==> config.mk <==
export PLATFORM = sky130hd
export DESIGN_NAME = eti_tx_overhead
export DESIGN_NICKNAME = d
export VERILOG_FILES = /design/src/core/eti_pkg.sv /design/src/core/eti_tx_overhead.sv /design/src/core/eti_sync.sv /design/src/core/eti_skid_buf.sv
export SDC_FILE = /design/constraint.sdc
export NUM_CORES = 1
export LEC_CHECK = 0
export BUFFER_PORTS_ARGS = -buffer_cell sky130_fd_sc_hd__buf_2
export CAP_MARGIN = 20
export CORE_ASPECT_RATIO = 1.5
export CORE_MARGIN = 3
export CORE_UTILIZATION = 55
export DETAILED_ROUTE_END_ITERATION = 16
export GPL_TIMING_DRIVEN = 0
export MAX_ROUTING_LAYER = met4
export PLACE_DENSITY = 0.83
export SKIP_LAST_GASP = 1
export SLEW_MARGIN = 20
export SYNTH_ARGS = -nofsm -noshare
export SYNTH_HDL_FRONTEND = slang
export SYNTH_SLANG_ARGS = --single-unit
export TNS_END_PERCENT = 10
==> constraint.sdc <==
create_clock -name core_clk -period 4.3 [get_ports core_clk]
set_input_delay 0.215 -clock core_clk [delete_from_list [all_inputs] [get_ports core_clk]]
set_output_delay 0.215 -clock core_clk [all_outputs]
set_load 0.05 [all_outputs]
==> src/core/eti_pkg.sv <==
/*
 * Constants and types of the E3 transmit overhead block.
 * Assumes a 16-bit register port and one bit per beat.
 */
package eti_pkg;

    localparam int unsigned ADDR_W = 8;
    localparam int unsigned DATA_W = 16;

    localparam logic [7:0] TX_OVH_CTRL_OFS = 8'h18;
    localparam logic [7:0] TX_ERR_CTRL_OFS = 8'h1a;
    localparam logic [7:0] RAI_CTRL_OFS = 8'h1c;
    localparam logic [7:0] TX_STATUS_OFS = 8'h1e;

    localparam logic [15:0] TX_OVH_CTRL_RST = 16'h0000;
    localparam logic [15:0] TX_ERR_CTRL_RST = 16'h0000;
    localparam logic [15:0] RAI_CTRL_RST = 16'h0000;
    localparam logic [15:0] TX_OVH_CTRL_MASK = 16'h030f;
    localparam logic [15:0] TX_ERR_CTRL_MASK = 16'h001f;
    localparam logic [15:0] RAI_CTRL_MASK = 16'h00f0;

    localparam int unsigned N_SRC_LSB = 8;
    localparam int unsigned A_SRC_LSB = 2;
    localparam int unsigned FRAME_GEN_DIS_BIT = 1;
    localparam int unsigned FORCE_AIS_BIT = 0;

    localparam int unsigned ERR_TYPE_LSB = 3;
    localparam int unsigned ERR_EN_BIT = 2;
    localparam int unsigned SINGLE_TRIG_BIT = 1;
    localparam int unsigned SRC_SEL_BIT = 0;

    localparam int unsigned RAI_LOF_EN_BIT = 7;
    localparam int unsigned RAI_LOS_DIS_BIT = 6;
    localparam int unsigned RAI_OOF_DIS_BIT = 5;
    localparam int unsigned RAI_AIS_DIS_BIT = 4;

    localparam int unsigned STAT_PEND_BIT = 0;
    localparam int unsigned STAT_LEFT_LSB = 1;
    localparam int unsigned STAT_ERR_FRAME_BIT = 4;
    localparam int unsigned STAT_AUTO_A_BIT = 5;

    localparam int unsigned FAS_LEN = 10;
    localparam logic [9:0] FAS_PATTERN = 10'h3d0;
    localparam logic [2:0] BURST_EXTRA_FRAMES = 3'h3;

    localparam int unsigned BUF_WIDTH = 1;
    localparam int unsigned ALARM_W = 4;

    typedef enum logic [1:0] {
        N_SRC_ONE = 2'h0,
        N_SRC_HDLC = 2'h1,
        N_SRC_FEAC = 2'h2,
        N_SRC_ZERO = 2'h3
    } eti_n_src_t;

    typedef enum logic [1:0] {
        A_SRC_AUTO = 2'h0,
        A_SRC_FEAC = 2'h1,
        A_SRC_ZERO = 2'h2,
        A_SRC_ONE = 2'h3
    } eti_a_src_t;

    typedef enum logic [1:0] {
        ERR_BIT_ONE = 2'h0,
        ERR_WORD_ONE = 2'h1,
        ERR_BIT_FOUR = 2'h2,
        ERR_WORD_FOUR = 2'h3
    } eti_err_type_t;

    typedef struct packed {
        logic data;
        logic fas;
        logic [3:0] fas_idx;
        logic a_pos;
        logic n_pos;
        logic ovh_ins_en;
        logic ovh_ins_data;
    } eti_beat_t;

    typedef struct packed {
        logic los;
        logic oof;
        logic ais;
        logic lof;
    } eti_alarm_t;

endpackage : eti_pkg

==> src/core/eti_tx_overhead.sv <==
/*
 * E3 transmit overhead control and framing error insertion.
 * Assumes upstream marks overhead beats and the line may stall;
 * alarms and the manual insert input are asynchronous.
 */
// The implementer's own choice: strobed register access.
// Functional notes
// - N bit: one, HDLC, FEAC or zero.
// - A bit: auto, FEAC, zero or one.
// - N and A share one FEAC stream.
// - Generation on: overhead replaced internally.
// - Generation off: overhead passes through unchanged.
// - Overhead insertion still overwrites overhead periods.
// - AIS control forces whole output to ones.
// - Error type: bit or word, one or four.
// - Enable bit gates all framing error insertion.
// - Register bit rise inserts one error, in one frame or in four.
// - Several rises between opportunities give one.
// - Source select one uses manual input instead.
// - Auto A bit follows enabled receive alarms.
`timescale 1ns/1ps
module eti_tx_overhead (
    input wire logic core_clk,
    input wire logic reset,
    input wire logic [7:0] reg_addr,
    input wire logic [15:0] reg_wdata,
    input wire logic reg_wr,
    input wire logic reg_rd,
    output logic [15:0] reg_rdata,
    input wire logic in_valid,
    input wire eti_pkg::eti_beat_t in_beat,
    output logic in_ready,
    input wire logic hdlc_data,
    output logic hdlc_advance,
    input wire logic feac_data,
    output logic feac_advance,
    input wire eti_pkg::eti_alarm_t rx_alarm,
    input wire logic manual_error_insert_input,
    output logic line_valid,
    output logic line_data,
    input wire logic line_ready
);

    // Register fields.
    logic [15:0] ovh_ctrl_q;
    logic [15:0] err_ctrl_q;
    logic [15:0] rai_ctrl_q;
    logic [15:0] reg_rdata_q;

    eti_pkg::eti_n_src_t n_bit_source_sel;
    eti_pkg::eti_a_src_t a_bit_source_sel;
    eti_pkg::eti_err_type_t framing_error_type_sel;
    logic frame_gen_disable;
    logic force_all_ones_tx;
    logic framing_error_insert_en;
    logic single_error_insert_trigger;
    logic insert_source_select;

    // Synchronised inputs.
    logic [4:0] async_vec;
    logic [4:0] sync_level;
    logic [4:0] sync_rise;
    eti_pkg::eti_alarm_t alarm_s;
    logic manual_rise;

    // Error engine.
    logic single_rise;
    logic trig_rise;
    logic pend_q;
    logic [2:0] left_q;
    logic err_frame_q;
    logic err_word_q;
    logic frame_take;
    logic start_now;
    logic err_now;
    logic word_now;

    // Data path.
    logic fire;
    logic buf_ready;
    logic auto_a;
    logic a_val;
    logic n_val;
    logic out_bit;
    logic hdlc_adv_q;
    logic feac_adv_q;

    function automatic logic fas_bit(input logic [3:0] idx);
        logic [3:0] pos;
        pos = 4'(eti_pkg::FAS_LEN - 1) - idx;
        fas_bit = eti_pkg::FAS_PATTERN[pos];
    endfunction : fas_bit

    function automatic logic [15:0] masked(input logic [15:0] val, input logic [15:0] msk);
        masked = val & msk;
    endfunction : masked

    assign n_bit_source_sel = eti_pkg::eti_n_src_t'(ovh_ctrl_q[eti_pkg::N_SRC_LSB +: 2]);
    assign a_bit_source_sel = eti_pkg::eti_a_src_t'(ovh_ctrl_q[eti_pkg::A_SRC_LSB +: 2]);
    assign frame_gen_disable = ovh_ctrl_q[eti_pkg::FRAME_GEN_DIS_BIT];
    assign force_all_ones_tx = ovh_ctrl_q[eti_pkg::FORCE_AIS_BIT];
    assign framing_error_type_sel =
        eti_pkg::eti_err_type_t'(err_ctrl_q[eti_pkg::ERR_TYPE_LSB +: 2]);
    assign framing_error_insert_en = err_ctrl_q[eti_pkg::ERR_EN_BIT];
    assign single_error_insert_trigger = err_ctrl_q[eti_pkg::SINGLE_TRIG_BIT];
    assign insert_source_select = err_ctrl_q[eti_pkg::SRC_SEL_BIT];

    // Register writes; reserved bits are never stored so they read as zero.
    always_ff @(posedge core_clk or posedge reset) begin
        if (reset) begin
            ovh_ctrl_q <= eti_pkg::TX_OVH_CTRL_RST;
            err_ctrl_q <= eti_pkg::TX_ERR_CTRL_RST;
            rai_ctrl_q <= eti_pkg::RAI_CTRL_RST;
        end else if (reg_wr) begin
            unique case (reg_addr)
                eti_pkg::TX_OVH_CTRL_OFS: begin
                    ovh_ctrl_q <= masked(reg_wdata, eti_pkg::TX_OVH_CTRL_MASK);
                end
                eti_pkg::TX_ERR_CTRL_OFS: begin
                    err_ctrl_q <= masked(reg_wdata, eti_pkg::TX_ERR_CTRL_MASK);
                end
                eti_pkg::RAI_CTRL_OFS: begin
                    rai_ctrl_q <= masked(reg_wdata, eti_pkg::RAI_CTRL_MASK);
                end
                default: begin
                end
            endcase
        end
    end

    // Register reads answer in the next cycle; unmapped addresses read zero.
    always_ff @(posedge core_clk or posedge reset) begin
        if (reset) begin
            reg_rdata_q <= 16'h0000;
        end else if (reg_rd) begin
            unique case (reg_addr)
                eti_pkg::TX_OVH_CTRL_OFS: begin
                    reg_rdata_q <= ovh_ctrl_q;
                end
                eti_pkg::TX_ERR_CTRL_OFS: begin
                    reg_rdata_q <= err_ctrl_q;
                end
                eti_pkg::RAI_CTRL_OFS: begin
                    reg_rdata_q <= rai_ctrl_q;
                end
                eti_pkg::TX_STATUS_OFS: begin
                    reg_rdata_q <= 16'h0000;
                    reg_rdata_q[eti_pkg::STAT_PEND_BIT] <= pend_q;
                    reg_rdata_q[eti_pkg::STAT_LEFT_LSB +: 3] <= left_q;
                    reg_rdata_q[eti_pkg::STAT_ERR_FRAME_BIT] <= err_frame_q;
                    reg_rdata_q[eti_pkg::STAT_AUTO_A_BIT] <= auto_a;
                end
                default: begin
                    reg_rdata_q <= 16'h0000;
                end
            endcase
        end
    end

    // The register trigger is already in this clock;
    // only a write that raises it counts.
    assign single_rise = reg_wr && (reg_addr == eti_pkg::TX_ERR_CTRL_OFS)
        && reg_wdata[eti_pkg::SINGLE_TRIG_BIT] && !single_error_insert_trigger;

    assign async_vec = {manual_error_insert_input, rx_alarm};

    eti_sync #(
        .WIDTH(5)
    ) u_sync (
        .core_clk(core_clk),
        .reset(reset),
        .async_in(async_vec),
        .level(sync_level),
        .rise(sync_rise)
    );

    assign alarm_s = eti_pkg::eti_alarm_t'(sync_level[eti_pkg::ALARM_W-1:0]);
    assign manual_rise = sync_rise[eti_pkg::ALARM_W];

    // Each source is edge detected on its own,
    // so switching the select makes no edge.
    assign trig_rise = insert_source_select ? manual_rise : single_rise;

    // The opportunity is the first alignment bit of each accepted frame.
    assign fire = in_valid & buf_ready;
    assign frame_take = fire && in_beat.fas && (in_beat.fas_idx == 4'h0);
    assign start_now = frame_take && pend_q && framing_error_insert_en;
    assign err_now = (in_beat.fas && (in_beat.fas_idx == 4'h0))
        ? (start_now || (framing_error_insert_en && (left_q != 3'h0)))
        : err_frame_q;
    assign word_now = start_now
        ? framing_error_type_sel[0]
        : err_word_q;

    // A new edge wins over consumption in the same cycle;
    // edges before the next frame collapse into one.
    always_ff @(posedge core_clk or posedge reset) begin
        if (reset) begin
            pend_q <= 1'b0;
        end else if (!framing_error_insert_en) begin
            pend_q <= 1'b0;
        end else if (trig_rise) begin
            pend_q <= 1'b1;
        end else if (frame_take) begin
            pend_q <= 1'b0;
        end
    end

    // Frames still to be errored after the current one in a four-frame burst.
    always_ff @(posedge core_clk or posedge reset) begin
        if (reset) begin
            left_q <= 3'h0;
        end else if (!framing_error_insert_en) begin
            left_q <= 3'h0;
        end else if (start_now) begin
            left_q <= framing_error_type_sel[1] ? eti_pkg::BURST_EXTRA_FRAMES : 3'h0;
        end else if (frame_take && (left_q != 3'h0)) begin
            left_q <= left_q - 3'h1;
        end
    end

    // The errored-frame flag covers the rest of the alignment word.
    always_ff @(posedge core_clk or posedge reset) begin
        if (reset) begin
            err_frame_q <= 1'b0;
            err_word_q <= 1'b0;
        end else if (!framing_error_insert_en) begin
            err_frame_q <= 1'b0;
        end else if (frame_take) begin
            err_frame_q <= err_now;
            err_word_q <= word_now;
        end
    end

    // Remote alarm value for the automatic A bit.
    assign auto_a = (alarm_s.los && !rai_ctrl_q[eti_pkg::RAI_LOS_DIS_BIT])
        || (alarm_s.oof && !rai_ctrl_q[eti_pkg::RAI_OOF_DIS_BIT])
        || (alarm_s.ais && !rai_ctrl_q[eti_pkg::RAI_AIS_DIS_BIT])
        || (alarm_s.lof && rai_ctrl_q[eti_pkg::RAI_LOF_EN_BIT]);

    always_comb begin
        a_val = 1'b0;
        unique case (a_bit_source_sel)
            eti_pkg::A_SRC_AUTO: a_val = auto_a;
            eti_pkg::A_SRC_FEAC: a_val = feac_data;
            eti_pkg::A_SRC_ZERO: a_val = 1'b0;
            eti_pkg::A_SRC_ONE: a_val = 1'b1;
        endcase
    end

    always_comb begin
        n_val = 1'b1;
        unique case (n_bit_source_sel)
            eti_pkg::N_SRC_ONE: n_val = 1'b1;
            eti_pkg::N_SRC_HDLC: n_val = hdlc_data;
            eti_pkg::N_SRC_FEAC: n_val = feac_data;
            eti_pkg::N_SRC_ZERO: n_val = 1'b0;
        endcase
    end

    // Order: frame generation, overhead insertion, error insertion, AIS.
    always_comb begin
        out_bit = in_beat.data;
        if (!frame_gen_disable) begin
            if (in_beat.fas) begin
                out_bit = fas_bit(in_beat.fas_idx);
            end else if (in_beat.a_pos) begin
                out_bit = a_val;
            end else if (in_beat.n_pos) begin
                out_bit = n_val;
            end
        end
        if (in_beat.ovh_ins_en && (in_beat.fas || in_beat.a_pos || in_beat.n_pos)) begin
            out_bit = in_beat.ovh_ins_data;
        end
        if (in_beat.fas && err_now && (word_now || (in_beat.fas_idx == 4'h0))) begin
            out_bit = ~out_bit;
        end
        if (force_all_ones_tx) begin
            out_bit = 1'b1;
        end
    end

    // The HDLC advance follows the N beat that used the bit; the FEAC advance follows each frame's first alignment bit.
    // FEAC moves on once per frame even when both N and A carry it.
    always_ff @(posedge core_clk or posedge reset) begin
        if (reset) begin
            hdlc_adv_q <= 1'b0;
            feac_adv_q <= 1'b0;
        end else begin
            hdlc_adv_q <= fire && in_beat.n_pos && !frame_gen_disable
                && (n_bit_source_sel == eti_pkg::N_SRC_HDLC);
            feac_adv_q <= frame_take && !frame_gen_disable
                && ((n_bit_source_sel == eti_pkg::N_SRC_FEAC)
                || (a_bit_source_sel == eti_pkg::A_SRC_FEAC));
        end
    end

    eti_skid_buf #(
        .WIDTH(eti_pkg::BUF_WIDTH)
    ) u_buf (
        .core_clk(core_clk),
        .reset(reset),
        .in_valid(in_valid),
        .in_data(out_bit),
        .in_ready(buf_ready),
        .out_valid(line_valid),
        .out_data(line_data),
        .out_ready(line_ready)
    );

    assign in_ready = buf_ready;
    assign reg_rdata = reg_rdata_q;
    assign hdlc_advance = hdlc_adv_q;
    assign feac_advance = feac_adv_q;

endmodule : eti_tx_overhead

==> src/core/eti_sync.sv <==
/*
 * Two-flop synchroniser with rising-edge detect.
 * Assumes asynchronous inputs; edges come from flops two and three.
 */
`timescale 1ns/1ps
module eti_sync #(
    parameter int unsigned WIDTH = 1
) (
    input wire logic core_clk,
    input wire logic reset,
    input wire logic [WIDTH-1:0] async_in,
    output logic [WIDTH-1:0] level,
    output logic [WIDTH-1:0] rise
);

    logic [WIDTH-1:0] meta_q;
    logic [WIDTH-1:0] sync_q;
    logic [WIDTH-1:0] last_q;

    always_ff @(posedge core_clk or posedge reset) begin
        if (reset) begin
            meta_q <= '0;
            sync_q <= '0;
            last_q <= '0;
        end else begin
            meta_q <= async_in;
            sync_q <= meta_q;
            last_q <= sync_q;
        end
    end

    assign level = sync_q;
    assign rise = sync_q & ~last_q;

endmodule : eti_sync

==> src/core/eti_skid_buf.sv <==
/*
 * Two-entry valid/ready buffer; all outputs come from flops.
 * Assumes the drain side may stall for any time.
 */
`timescale 1ns/1ps
module eti_skid_buf #(
    parameter int unsigned WIDTH = eti_pkg::BUF_WIDTH
) (
    input wire logic core_clk,
    input wire logic reset,
    input wire logic in_valid,
    input wire logic [WIDTH-1:0] in_data,
    output logic in_ready,
    output logic out_valid,
    output logic [WIDTH-1:0] out_data,
    input wire logic out_ready
);

    logic [WIDTH-1:0] mem_q [0:1];
    logic [1:0] cnt_q;
    logic [1:0] cnt_d;
    logic in_ready_q;
    logic out_valid_q;
    logic push;
    logic pop;

    assign push = in_valid & in_ready_q;
    assign pop = out_valid_q & out_ready;

    always_comb begin
        cnt_d = cnt_q;
        if (push && !pop) begin
            cnt_d = cnt_q + 2'h1;
        end else if (pop && !push) begin
            cnt_d = cnt_q - 2'h1;
        end
    end

    always_ff @(posedge core_clk or posedge reset) begin
        if (reset) begin
            cnt_q <= 2'h0;
            in_ready_q <= 1'b1;
            out_valid_q <= 1'b0;
        end else begin
            cnt_q <= cnt_d;
            in_ready_q <= (cnt_d != 2'h2);
            out_valid_q <= (cnt_d != 2'h0);
        end
    end

    // Entry 0 is always the head; a pop shifts entry 1 down.
    always_ff @(posedge core_clk or posedge reset) begin
        if (reset) begin
            mem_q[0] <= '0;
            mem_q[1] <= '0;
        end else begin
            if (pop) begin
                mem_q[0] <= mem_q[1];
            end
            if (push) begin
                if (pop) begin
                    if (cnt_q == 2'h1) begin
                        mem_q[0] <= in_data;
                    end else begin
                        mem_q[1] <= in_data;
                    end
                end else if (cnt_q == 2'h0) begin
                    mem_q[0] <= in_data;
                end else begin
                    mem_q[1] <= in_data;
                end
            end
        end
    end

    assign in_ready = in_ready_q;
    assign out_valid = out_valid_q;
    assign out_data = mem_q[0];

endmodule : eti_skid_buf

==> impl_metrics.csv <==
group,metric,value,unit
route,route.detailed.drc,0,
die,top_level_ports,68,
clocking,clk_path_buf_depth,2,
layout,syn2layout_area_growth,21.1,%
critical_path,crit_fanout,3,
sta,rsz0062_at_grt,"false",
route,first_pass_iters,4,
power_and_ir_drop,p_leak,1.44,nW
sta,max_clock_freq,0.435,GHz
critical_path,reg2reg_depth,6,
global_routing,grt_max_degree,30,
route,postRouteAntennaNets,0,
global_routing,gr-total-overflow,0,
clocking,cts_tree,"done",
layout,stdcell_area,2990,um^2
power_and_ir_drop,ir_worst_vdd,0.371,mV
die,die_y,88.1,um
clocking,root_buffer,"clkbuf_8",
sta,finalClockSkew,0.00526,ns
sta,period_share,53.5,%
route,finalWirelength,5070,um
worst_hold_path,worstHoldStart,"reg_wdata[5]",
sta,setup-violations-final,0,
sta,period_minus_slack,2.30,ns
worst_hold_path,whs_path_depth,2,
power_and_ir_drop,total_power,1.10,mW
synthesis,synthArstFlopShare,100,%
synthesis,yosys_warnings,0,
status,status,"finished clean",
place,gp_congestion,0.803,
die,core.rowCount,29,
critical_path,endpoint_kind,"register",
worst_hold_path,worstHoldEndpoint,"rai_ctrl_q[5]$_DFFE_PP0P_",
global_routing,grt_pass1_vias,1954,
synthesis,syn-cell-area,2470,um^2
clocking,cts_sinks,50,
critical_path,arrival,2.49,ns
route,vias,1932,
power_and_ir_drop,powerDensity,369,nW/um^2
synthesis,synthDistinctLibCells,47,
critical_path,timing.rr.start,"u_sync.level[3]$_DFF_PP0_",
die,core-area,4280,um^2
sta,tightestPinTransition,1.06,ns
clocking,post_cts_resized,0,
layout,drive_gt1_share,32.0,%
clocking,cts_made_buffers,5,
place,io_buffers,54,
clocking,insertion_delay,0.31,ns
sta,final_max_slew_viol_count,0,
place,dp_hpwl,3940,um
layout,final-seq-area,1250,um^2
critical_path,required,4.49,ns
global_routing,grt_pass1_wl,8220,um
layout,final_nets,357,
sta,slew_headroom,27.5,%
layout,multiInputGateArea,1070,um^2
route,viasPerCell,5.49,
clocking,postCtsHoldBufs,4,
synthesis,seq_area_frac_synth,50.7,%
critical_path,worstSetupStartpointType,"register",
die,dieArea,5350,um^2
route,drtIter0Drc,59,
die,die_width,60.7,um
layout,final_core_util,69.9,%
synthesis,syn_avg_cell_area,10.7,um^2
sta,finalHoldViolCount,0,
synthesis,synth-seq-cells,50,
synthesis,synth_edf_count,0,
clocking,cts.htree.levels,2,
layout,fillCellCount,344,
flow_run,cap_violations,0,
synthesis,netlist_instances,232,
worst_hold_path,hold_class,"input port to register",
global_routing,antenna_found_initial,0,
place,postPlaceCellArea,2840,um^2
global_routing,grtUsageTotal,21.0,%
clocking,path_clk_slew,0.10,ns
die,start_util,57.7,%
clocking,cts_setup_buffers,0,
critical_path,worstSetupPathType,"register to register",
route,drt-wirelength-per-cell,14.4,um
critical_path,reg2reg_slack,2.00,ns
critical_path,rr_endpoint,"u_buf.mem_q[0]$_DFFE_PP0P_",
sta,fin_tns_setup,0,ns
layout,antenna_cells,0,
synthesis,synth_ff_type,"dfrtp_1",
-- layer usage --
metal	up-vias	share of wire (%)	global-route usage, %
li1	946	-	-
met1	930	38	22.2
met2	45	56	36.5
met3	11	3.9	4.72
met4	0	1.9	8.88
met5	-	0	-
-- stage by stage --
stage	hold WS, ns	instances	worst slack [ns]
2_1_floorplan	0.246	237	2.46
3_3_place_gp	0.323	337	2.11
3_5_place_dp	0.263	338	2.11
4_1_cts	0.00297	350	2.07
5_1_grt	0.126	352	1.95
6_report	0.133	352	2.00
-- cell usage in the layout, fill, tap and decap left out, types with 8 or more instances in the layout --
cell	n
a21oi_1	13
nor2b_1	10
dfrtp_1	49
o21ai_0	9
buf_2	54
nand2_1	15
mux2_2	16
inv_1	21
nor2_1	15
o22ai_1	8
-- worst max-delay path, stage by stage (launching register included) --
cell       delay [ns]
dfrtp_1          0.37
nor2b_1          0.12
a2111oi_0        0.92
o311a_1          0.27
o32a_1           0.20
xor2_1           0.19
a31oi_1          0.11
-- cells in the mapped netlist, types with 2 or more instances --
master    count  area share (%)
nand2b_1      4             1.0
nand4b_1      2            0.71
mux2_2       16             7.3
ha_1          5             2.5
nor3_1        2            0.40
buf_6         2            0.91
buf_4         6             1.8
dfrtp_1      49              50
nand4_1       5             1.3
nor2_1       15             2.3
inv_1        22             3.3
o22ai_1       8             2.0
nor2b_1      10             2.5
a21oi_1      13             2.6
o21ai_0       9             1.8
a22oi_1       5             1.5
nand3_1       5             1.0
nand2_1      15             2.3
clkbuf_1      4            0.61
xnor2_1       2            0.71
mux2_4        6             3.6
nor4_1        2            0.51
-- area by class of cell --
class                           instances  share of cell area, %
Clock inverter                          3                  0.878
Multi-Input combinational cell        153                   35.9
Buffer                                 12                   2.76
Clock buffer                            5                   2.30
Sequential cell                        50                   41.8
Inverter                               22                   2.76
Timing Repair Buffer                   61                   11.7
Tap cell                               46                   1.92
-- cell families (layout without fill, tap and decap cells) --
logic type               Yosys count  after routing  synth area share [%]
adder cells (fa/ha/maj)            5              5                  2.53
flip-flops                        50             50                  50.7
multiplexers                      23             23                  11.3
other                              1              6                 0.152
AND/OR/NAND/NOR                   70             70                  15.9
buffers and inverters             34            103                  6.68
AO/OA/AOI/OAI                     46             46                  11.6
XOR/XNOR                           3              3                  1.06
-- state kept, by name, indices dropped and copies added, names as in the netlist --
register,cells
u_buf.cnt_q,2
u_buf.out_valid,1
rai_ctrl_q,4
hdlc_advance,1
u_buf.mem_q,1
ovh_ctrl_q,6
u_buf.in_ready,1
u_buf.out_data,1
err_ctrl_q,5
err_frame_q,1
left_q,3
u_sync.last_q,1
u_sync.level,5
u_sync.meta_q,5
feac_advance,1
reg_rdata,10
err_word_q,1
pend_q,1
-- worst max path at each step --
| stage | to | slack [ns] | start | cells past startpoint |
|---|---|---|---|---|
| 5_1_grt | u_buf.mem_q[0]$_DFFE_PP0P_ | 1.95 | u_sync.level[3]$_DFF_PP0_ | 6 |
| 2_1_floorplan | err_ctrl_q[0]$_DFFE_PP0P_ | 2.46 | reg_addr[7] | 5 |
| 4_1_cts | u_buf.mem_q[0]$_DFFE_PP0P_ | 2.07 | u_sync.level[3]$_DFF_PP0_ | 6 |
| 3_5_place_dp | u_buf.mem_q[0]$_DFFE_PP0P_ | 2.11 | u_sync.level[3]$_DFF_PP0_ | 6 |
| 3_3_place_gp | u_buf.mem_q[0]$_DFFE_PP0P_ | 2.11 | u_sync.level[3]$_DFF_PP0_ | 6 |
| 6_report | u_buf.mem_q[0]$_DFFE_PP0P_ | 2.00 | u_sync.level[3]$_DFF_PP0_ | 6 |
-- power breakdown --
part / total, mW / internal (mW) / switching [mW] / leakage (nW)
Clock: 0.292 / 0.121 / 0.171 / 0.0495
Sequential: 0.543 / 0.512 / 0.0311 / 0.653
Combinational: 0.269 / 0.105 / 0.164 / 0.739
Total: 1.10 / 0.738 / 0.366 / 1.44
Note: power is estimated with default switching activity, not from simulation.
